**config.mk**
```make
export PLATFORM = sky130hd
export DESIGN_NAME = sbf_spi_buf
export DESIGN_NICKNAME = d
export VERILOG_FILES = /design/src/logic/sbf_pkg.sv /design/src/logic/sbf_sync2.sv /design/src/logic/sbf_spi_buf.sv
export SDC_FILE = /design/constraint.sdc
export NUM_CORES = 1
export LEC_CHECK = 0
export ABC_AREA = 1
export BUFFER_PORTS_ARGS = -buffer_cell sky130_fd_sc_hd__buf_2
export CAP_MARGIN = 20
export CORE_UTILIZATION = 36
export DETAILED_ROUTE_END_ITERATION = 7
export PLACE_DENSITY = 0.55
export SLEW_MARGIN = 40
export SYNTH_ARGS = -nofsm -noshare
export SYNTH_HDL_FRONTEND = slang
export SYNTH_HIERARCHICAL = 1
export SYNTH_SLANG_ARGS = --single-unit
export TNS_END_PERCENT = 30
```
**constraint.sdc**
```tcl
create_clock -name clock -period 2.4 [get_ports clock]
set_input_delay 0.36 -clock clock [delete_from_list [all_inputs] [get_ports clock]]
set_output_delay 0.36 -clock clock [all_outputs]
set_load 0.01 [all_outputs]
```
**src/logic/sbf_pkg.sv**
```systemverilog
package sbf_pkg;

  // ----------------------------------------------------------------
  // timing
  // ----------------------------------------------------------------
  localparam int unsigned CLK_PERIOD_NS = 25;
  localparam int unsigned SCK_HALF_NS = 100;
  localparam int unsigned SCK_HALF_CYC = (SCK_HALF_NS + CLK_PERIOD_NS - 1) / CLK_PERIOD_NS;
  localparam logic [2:0] SCK_DIV_LAST = 3'(SCK_HALF_CYC - 1);
  localparam logic [3:0] BYTE_BITS = 4'h8;

  // ----------------------------------------------------------------
  // register indices (byte address = 4 * index)
  // ----------------------------------------------------------------
  localparam logic [2:0] IDX_CTRL_A = 3'h0;
  localparam logic [2:0] IDX_CTRL_B = 3'h1;
  localparam logic [2:0] IDX_INT_MASK = 3'h2;
  localparam logic [2:0] IDX_FLAGS = 3'h3;
  localparam logic [2:0] IDX_DATA = 3'h4;

  // ----------------------------------------------------------------
  // field positions and reset values
  // ----------------------------------------------------------------
  localparam int unsigned CTRLA_EN_BIT = 0;
  localparam int unsigned CTRLA_MASTER_BIT = 5;
  localparam int unsigned CTRLB_BUF_BIT = 7;
  localparam int unsigned CTRLB_SSD_BIT = 2;
  localparam int unsigned FLAG_RXC_BIT = 7;
  localparam int unsigned FLAG_TXC_BIT = 6;
  localparam int unsigned FLAG_DRE_BIT = 5;
  localparam int unsigned FLAG_SS_TRIGGER_FLAG_BIT = 4;
  localparam int unsigned FLAG_OVF_BIT = 0;
  localparam logic [7:0] REG_RESET = 8'h00;

  // ----------------------------------------------------------------
  // types
  // ----------------------------------------------------------------
  typedef enum logic [1:0] {
    SBF_IDLE = 2'b01,
    SBF_SHIFT = 2'b10
  } sbf_phase_e;

  typedef struct packed {
    logic sck;
    logic ss_b;
    logic sdi;
  } sbf_pin_in_s;

  typedef struct packed {
    logic sck;
    logic sck_oe_b;
    logic sdo;
    logic sdo_oe_b;
  } sbf_pin_out_s;

  typedef struct packed {
    logic [2:0] s1;
    logic [2:0] s2;
  } sbf_sync_s;

  typedef struct packed {
    sbf_phase_e phase;
    logic en;
    logic master;
    logic two_stage_rx_select;
    logic master_ss_ignore;
    logic [7:0] intctrl;
    logic txc;
    logic ss_trigger_flag;
    logic ovf;
    logic ovf_pend;
    logic xfer_if;
    logic [7:0] tx_hold;
    logic tx_full;
    logic [7:0] shreg;
    logic samp;
    logic [3:0] cnt;
    logic [2:0] div;
    logic sck_prev;
    logic [7:0] rx1;
    logic rx1_v;
    logic [7:0] rx2;
    logic rx2_v;
    logic waitreq;
    logic [31:0] rdata;
    logic irq;
    sbf_pin_out_s pins;
  } sbf_state_s;

  localparam sbf_state_s SBF_STATE_RST = '{
    phase: SBF_IDLE,
    intctrl: REG_RESET,
    tx_hold: REG_RESET,
    shreg: REG_RESET,
    rx1: REG_RESET,
    rx2: REG_RESET,
    waitreq: 1'b1,
    pins: '{sck: 1'b0, sck_oe_b: 1'b1, sdo: 1'b0, sdo_oe_b: 1'b1},
    default: '0
  };

endpackage

```
**src/logic/sbf_sync2.sv**
```systemverilog
`timescale 1ns/1ps
module sbf_sync2
(
  input wire logic clock,
  input wire logic rst_b,
  input sbf_pkg::sbf_pin_in_s pin_in,
  output sbf_pkg::sbf_pin_in_s pin_sync
);

  sbf_pkg::sbf_sync_s sync_reg;
  sbf_pkg::sbf_sync_s sync_next;

  // idle levels: clock low, select high, data low
  always_comb
  begin
    sync_next.s1 = pin_in;
    sync_next.s2 = sync_reg.s1;
  end

  always_ff @(posedge clock or negedge rst_b)
  begin
    if (!rst_b)
      sync_reg <= '{s1: 3'h2, s2: 3'h2};
    else
      sync_reg <= sync_next;
  end

  assign pin_sync = sync_reg.s2;

endmodule

```
**src/logic/sbf_spi_buf.sv**
```systemverilog
`timescale 1ns/1ps
// Contract
// - in buffer mode a master whose select input is pulled low drops to slave and raises the select trigger flag.
// - the select trigger flag is never raised while the master select ignore bit is one.
// - writing a one to the select trigger flag position clears it.
// - with buffer mode off the select trigger and receive overrun flags read zero.
// - in buffer mode a byte finishing while both receive stages are full and a transmit byte is pending sets the overrun flag.
// - with no transmit byte pending the overrun flag is held back until the next transfer starts.
// - the overrun flag stays set until software reads the data register or switches buffer mode off.
// - in master mode a data register write starts a transfer and the byte is shifted out on the serial output.
// - in buffer mode a data read returns stage two and stage one moves into stage two.
// - buffer mode gives two receive stages, one transmit stage and separate complete flags.
// - with the master select ignore bit set a low select input leaves master mode alone.
// - in buffer mode a data register write clears the holding empty flag.
module sbf_spi_buf
(
  input wire logic clock,
  input wire logic rst_b,
  input wire logic [4:0] avs_address,
  input wire logic avs_read,
  input wire logic avs_write,
  input wire logic [3:0] avs_byteenable,
  input wire logic [31:0] avs_writedata,
  output logic [31:0] avs_readdata,
  output logic avs_waitrequest,
  output logic irq,
  input sbf_pkg::sbf_pin_in_s pin_in,
  output sbf_pkg::sbf_pin_out_s pin_out
);

  sbf_pkg::sbf_state_s q;
  sbf_pkg::sbf_state_s d;
  sbf_pkg::sbf_pin_in_s pin_s;

  // ----------------------------------------------------------------
  // pin synchroniser
  // ----------------------------------------------------------------
  sbf_sync2 u_sync
  (
    .clock(clock),
    .rst_b(rst_b),
    .pin_in(pin_in),
    .pin_sync(pin_s)
  );

  // ----------------------------------------------------------------
  // decode and event terms
  // ----------------------------------------------------------------
  logic acc;
  logic wr_acc;
  logic [2:0] idx;
  logic wr_ctrl_a;
  logic wr_ctrl_b;
  logic wr_flags;
  logic wr_data;
  logic rd_data;
  logic div_tick;
  logic rise;
  logic fall;
  logic byte_done;
  logic ss_trig;
  logic [7:0] rx_byte;

  // one wait cycle per access; a request is acted on once only
  assign acc = (avs_read || avs_write) && q.waitreq;
  assign wr_acc = acc && avs_write && avs_byteenable[0];
  assign idx = avs_address[4:2];
  assign wr_ctrl_a = wr_acc && idx == sbf_pkg::IDX_CTRL_A;
  assign wr_ctrl_b = wr_acc && idx == sbf_pkg::IDX_CTRL_B;
  assign wr_flags = wr_acc && idx == sbf_pkg::IDX_FLAGS;
  assign wr_data = wr_acc && idx == sbf_pkg::IDX_DATA;
  assign rd_data = acc && avs_read && idx == sbf_pkg::IDX_DATA;
  assign div_tick = q.div == sbf_pkg::SCK_DIV_LAST;
  assign rise = q.master ? (div_tick && !q.pins.sck) : (pin_s.sck && !q.sck_prev);
  assign fall = q.master ? (div_tick && q.pins.sck) : (!pin_s.sck && q.sck_prev);
  assign byte_done = q.phase == sbf_pkg::SBF_SHIFT && fall && q.cnt == sbf_pkg::BYTE_BITS;
  assign ss_trig = q.en && q.master && !q.master_ss_ignore && !pin_s.ss_b;
  assign rx_byte = {q.shreg[6:0], q.samp};

  function automatic logic [7:0] flag_vec(input sbf_pkg::sbf_state_s s);
    logic [7:0] v;
    v = 8'h00;
    if (s.two_stage_rx_select)
    begin
      v[sbf_pkg::FLAG_RXC_BIT] = s.rx2_v;
      v[sbf_pkg::FLAG_TXC_BIT] = s.txc;
      v[sbf_pkg::FLAG_DRE_BIT] = !s.tx_full;
      v[sbf_pkg::FLAG_SS_TRIGGER_FLAG_BIT] = s.ss_trigger_flag;
      v[sbf_pkg::FLAG_OVF_BIT] = s.ovf;
    end
    else
      v[sbf_pkg::FLAG_RXC_BIT] = s.xfer_if;
    return v;
  endfunction

  // ----------------------------------------------------------------
  // next state
  // ----------------------------------------------------------------
  always_comb
  begin
    d = q;
    d.sck_prev = pin_s.sck;
    d.waitreq = 1'b1;
    if (acc)
    begin
      d.waitreq = 1'b0;
      d.rdata = 32'h0000_0000;
    end
    if (wr_ctrl_a)
    begin
      d.en = avs_writedata[sbf_pkg::CTRLA_EN_BIT];
      d.master = avs_writedata[sbf_pkg::CTRLA_MASTER_BIT];
    end
    if (wr_ctrl_b)
    begin
      d.two_stage_rx_select = avs_writedata[sbf_pkg::CTRLB_BUF_BIT];
      d.master_ss_ignore = avs_writedata[sbf_pkg::CTRLB_SSD_BIT];
    end
    if (wr_acc && idx == sbf_pkg::IDX_INT_MASK)
      d.intctrl = avs_writedata[7:0];
    // overrun position is not writable; only a data read or leaving buffer mode clears it
    if (wr_flags)
    begin
      if (avs_writedata[sbf_pkg::FLAG_SS_TRIGGER_FLAG_BIT])
        d.ss_trigger_flag = 1'b0;
      if (avs_writedata[sbf_pkg::FLAG_TXC_BIT])
        d.txc = 1'b0;
      if (avs_writedata[sbf_pkg::FLAG_RXC_BIT] && !q.two_stage_rx_select)
        d.xfer_if = 1'b0;
    end
    if (acc && avs_read)
    begin
      case (idx)
        sbf_pkg::IDX_CTRL_A:
          d.rdata[7:0] = {2'b00, q.master, 4'h0, q.en};
        sbf_pkg::IDX_CTRL_B:
          d.rdata[7:0] = {q.two_stage_rx_select, 4'h0, q.master_ss_ignore, 2'b00};
        sbf_pkg::IDX_INT_MASK:
          d.rdata[7:0] = q.intctrl;
        sbf_pkg::IDX_FLAGS:
          d.rdata[7:0] = flag_vec(q);
        sbf_pkg::IDX_DATA:
          d.rdata[7:0] = q.rx2;
        default:
          d.rdata = 32'h0000_0000;
      endcase
    end
    if (rd_data)
    begin
      if (q.two_stage_rx_select)
      begin
        d.ovf = 1'b0;
        if (q.rx1_v)
        begin
          d.rx2 = q.rx1;
          d.rx1_v = 1'b0;
        end
        else
          d.rx2_v = 1'b0;
      end
      else
        d.xfer_if = 1'b0;
    end

    // shift engine
    case (q.phase)
      sbf_pkg::SBF_IDLE:
      begin
        d.div = 3'h0;
        d.cnt = 4'h0;
        if (q.en && ((q.master && q.tx_full && !ss_trig) || (!q.master && !pin_s.ss_b)))
        begin
          d.phase = sbf_pkg::SBF_SHIFT;
          d.shreg = q.tx_full ? q.tx_hold : 8'h00;
          d.tx_full = 1'b0;
          if (q.ovf_pend)
          begin
            d.ovf = 1'b1;
            d.ovf_pend = 1'b0;
          end
        end
      end
      sbf_pkg::SBF_SHIFT:
      begin
        d.div = div_tick ? 3'h0 : q.div + 3'h1;
        if (q.master && div_tick)
          d.pins.sck = !q.pins.sck;
        if (rise)
        begin
          d.samp = pin_s.sdi;
          d.cnt = q.cnt + 4'h1;
        end
        // sample on the rising edge, shift on the falling one, so the
        // outgoing bit stays put across the partner's sampling edge
        if (fall)
          d.shreg = rx_byte;
        if (byte_done)
          d.phase = sbf_pkg::SBF_IDLE;
        if (!q.en || (q.master && ss_trig) || (!q.master && pin_s.ss_b))
        begin
          d.phase = sbf_pkg::SBF_IDLE;
          d.pins.sck = 1'b0;
        end
      end
      default:
        d.phase = sbf_pkg::SBF_IDLE;
    endcase

    // select trigger: drop to slave operation
    if (ss_trig)
    begin
      d.master = 1'b0;
      if (q.two_stage_rx_select)
        d.ss_trigger_flag = 1'b1;
    end

    if (byte_done)
    begin
      if (q.two_stage_rx_select)
      begin
        if (!d.rx2_v)
        begin
          d.rx2 = rx_byte;
          d.rx2_v = 1'b1;
        end
        else if (!d.rx1_v)
        begin
          d.rx1 = rx_byte;
          d.rx1_v = 1'b1;
        end
        else if (q.tx_full)
          d.ovf = 1'b1;
        else
          d.ovf_pend = 1'b1;
        if (!q.tx_full && !wr_data)
          d.txc = 1'b1;
      end
      else
      begin
        d.rx2 = rx_byte;
        d.xfer_if = 1'b1;
      end
    end

    // holding register written after the engine so a load never eats it
    if (wr_data)
    begin
      d.tx_hold = avs_writedata[7:0];
      d.tx_full = 1'b1;
    end

    if (!d.two_stage_rx_select)
    begin
      d.ss_trigger_flag = 1'b0;
      d.ovf = 1'b0;
      d.ovf_pend = 1'b0;
      d.txc = 1'b0;
      d.rx1_v = 1'b0;
      d.rx2_v = 1'b0;
    end
    if (!d.master || d.phase == sbf_pkg::SBF_IDLE)
      d.pins.sck = 1'b0;

    if (d.two_stage_rx_select)
      d.irq = |(flag_vec(d) & d.intctrl);
    else
      d.irq = d.intctrl[0] && d.xfer_if;
    d.pins.sdo = d.shreg[7];
    d.pins.sck_oe_b = !(d.en && d.master);
    d.pins.sdo_oe_b = !(d.en && (d.master || !pin_s.ss_b));
  end

  always_ff @(posedge clock or negedge rst_b)
  begin
    if (!rst_b)
      q <= sbf_pkg::SBF_STATE_RST;
    else
      q <= d;
  end

  assign avs_readdata = q.rdata;
  assign avs_waitrequest = q.waitreq;
  assign irq = q.irq;
  assign pin_out = q.pins;
endmodule

```
==> results.tsv <==
stage	metric	value	unit
floorplan	# rows	42	
grt	first-pass GRT wire length	17800	um
placed_design	DPL Wire Length	7660	um
clock_network	# clock sinks	106	
logic_synthesis	Mapped Cells	554	
outcome	outcome	complete, no violations	
clock_network	clock tree buffer depth	2	
critical_path	CP Launch Type	register	
logic_synthesis	FFs w/ async S/R, synth	1.00	
critical_path	Critical R2R Capture	q[52]	
placed_design	Final GP Congestion	0.863	
grt	antenna violations before repair	0	
clock_network	root buffer cell	clkbuf_16	
pwr	sw power	1.40	mW
timing	post-layout min period	1940	ps
routing	Via Count	3550	
clock_network	TritonCTS clock tree	done	
logic_synthesis	Post-synth top cells	dfrtp_1, nand2_1, inv_1, nor2_1, buf_4	
floorplan	die area	14100	um2
logic_synthesis	Area contributors post-synth	dfrtp_1, nand2_1, inv_1	
pwr	worst IR drop on VDD	398	uV
pwr	Pleak	2.67	nW
placed_design	Placed Area	5150	um2
routing	met2 wire length	4870	um
floorplan	Core ar.	13300	um2
critical_path	Worst setup endpoint	q[52]	
timing	clk_skew	7.57	ps
logic_synthesis	top-area cell type share of the netlist area	0.508	
critical_path	CP required	2640	ps
timing	PnR worst setup slack	464	ps
clock_network	CTS Buf Count	9	
clock_network	Post-CTS Resized	0	
routing	Avg WL per Cell	13.8	um
placed_design	DP Worst Slack	452	ps
timing	relative slew slack	0.553	
critical_path	CP Launch Point	q[99]	
grt	grt total ovfl	0	
clock_network	htree depth	3	
timing	Final Max Slew Viols	0	
logic_synthesis	Primary FF master, synth	dfrtp_1	
routing	DR iter-0 viols	177	
critical_path	R2R depth	9	
logic_synthesis	largest area contributor in the netlist	dfrtp_1	
placed_design	placed insts	746	
grt	Tot GR Track Use	0.163	
cells_and_area	# diodes	0	
timing	Fmax	517	MHz
grt	largest net degree at the start of global routing	44	
timing	post-route clock period utilization	0.807	
routing	top sig layer	met4	
flow_run	max-capacitance violation count	0	
logic_synthesis	Mapped Nets	607	
logic_synthesis	Synth cell types	39	
timing	RSZ-0062 raised after global routing	false	
clock_network	Post-CTS Setup Bufs	0	
timing	Least-Margin Pin Slew	670	ps
logic_synthesis	top-count cell post-synth	dfrtp_1	
pwr	Clk pwr share	0.326	
timing	Setup TNS	0	ps
placed_design	PortBufs	56	
cells_and_area	Area Overhead vs Synth	10.6	%
floorplan	Initial Utilization	0.370	
timing	Hold Violations, Final	0	
critical_path	Crit Path Class	register to register	
critical_path	CP max FO	16	
floorplan	die width	119	um
logic_synthesis	Post-Syn Area	4920	um2
critical_path	Crit. End Element	register	
routing	drt pass-1 iters	4	
logic_synthesis	EDFF count, synth	0	
routing	routed length on met3	541	um
routing	post-DR vias/cell	4.65	
logic_synthesis	sequential cell area fraction in the yosys report	0.540	
pwr	Reg power frac	0.483	
logic_synthesis	Syn Area/Cell	8.88	um2
grt	vias in the first global route	3575	
pwr	switching share of total power	0.320	
clock_network	CTS clk-pin slew, worst paths	70	ps
pwr	Logic pwr share	0.191	
cells_and_area	share of layout cells above drive strength 1	0.201	
critical_path	CP arrival	2170	ps
logic_synthesis	Warnings, synthesis	6	
clock_network	hold bufs inserted after CTS	1	
cells_and_area	final non-filler cell total	763	
routing	met1 WL	4970	um
pwr	internal power	2.97	mW
cells_and_area	Nets	635	
floorplan	# IOs	86	
cells_and_area	Design Area, Final	5440	um2
critical_path	reg2reg start	q[99]	
routing	WL final	10500	um
cells_and_area	fillers	1362	
pwr	power per cell area	803	nW/um2
timing	final setup violating endpoints	0	
floorplan	Die Y	119	um
min_path	Worst Hold Class	input pin to register	
routing	antenna violation net count after detailed routing	0	
clock_network	clock latency on the worst-skew pair	350	ps
routing	Residual DRC	0	
logic_synthesis	Yosys reg bits	106	
critical_path	setup slack, reg-to-reg	460	ps
sequential cells by signal (all words and copies together) (netlist names):
signal            cells
u_sync/sync_next      3
avs_readdata         32
u_sync/pin_sync       3
q                    63
avs_waitrequest       1
pin_out               3
irq                   1
worst max-delay path, cell delays in order, from the launching register on:
cell     delay (ps)
dfstp_2         370
inv_1            90
ha_1            390
nand2_1          90
nor2_1          280
nand2_4         130
nor2_4          170
nand2_4         150
nand2_1          90
o21ai_1          60
how the worst min path moves through the flow:
stage | from | to | slack [ps] | depth (start not counted)
2_1_floorplan | rst_b | avs_readdata[0] | 60 | 0
3_3_place_gp | u_sync/sync_next[0] | u_sync/pin_sync[0] | 340 | 0
3_5_place_dp | u_sync/sync_next[2] | u_sync/pin_sync[2] | 340 | 0
4_1_cts | pin_in[1] | u_sync/sync_next[1] | 90 | 1
5_1_grt | pin_in[1] | u_sync/sync_next[1] | 90 | 1
6_report | pin_in[1] | u_sync/sync_next[1] | 110 | 1
cell type report:
class / instances / area [um2] / area share
Clock buffer: 9 / 225 / 0.0414
Clock inverter: 7 / 60.1 / 0.0110
Inverter: 91 / 344 / 0.0632
Multi-Input combinational cell: 310 / 1580 / 0.289
Sequential cell: 106 / 2660 / 0.489
Tap cell: 176 / 220 / 0.0405
Timing Repair Buffer: 64 / 358 / 0.0657
metal layers:
| layer | global-route usage | vias up |
|---|---|---|
| li1 | - | 1784 |
| met1 | 0.213 | 1661 |
| met2 | 0.261 | 97 |
| met3 | 0.0493 | 8 |
| met4 | 0.0443 | 0 |
| met5 | 0 | - |
kinds of logic after synthesis:
logic type | share of synthesized area
AO/OA/AOI/OAI | 0.121
XOR/XNOR | 0.00356
adder cells (fa/ha/maj) | 0.0127
buffers and inverters | 0.140
flip-flops | 0.540
AND/OR/NAND/NOR | 0.183
metrics by stage:
stage                     utilization  total power [mW]  hold WS [ps]
final                           0.409              4.37           108
after global routing            0.409              4.63          91.0
after floorplan                     -              2.75          64.4
after global placement          0.387              2.96           336
after CTS                       0.409              4.44          87.2
after detailed placement        0.387              2.98           344
power by group through the flow:
stage	clock network, mW	logic, mW	registers [mW]
finish	1.42	0.835	2.11
global route	1.54	0.957	2.14
CTS	1.48	0.847	2.11
detailed placement	0	0.839	2.14
global placement	0	0.821	2.14
floorplan	0	0.641	2.11
layout by cell type (no fill, tap or decap), types with 7 or more instances in the layout:
master,instances
buf_2,55
nand3_1,25
dfrtp_1,100
o21ai_1,12
nor2_1,54
nand2_1,98
a31oi_1,11
o22ai_1,9
a21oi_1,13
buf_4,7
clkbuf_16,9
o21ai_0,37
inv_1,83
(Power assumes the default switching activity.)
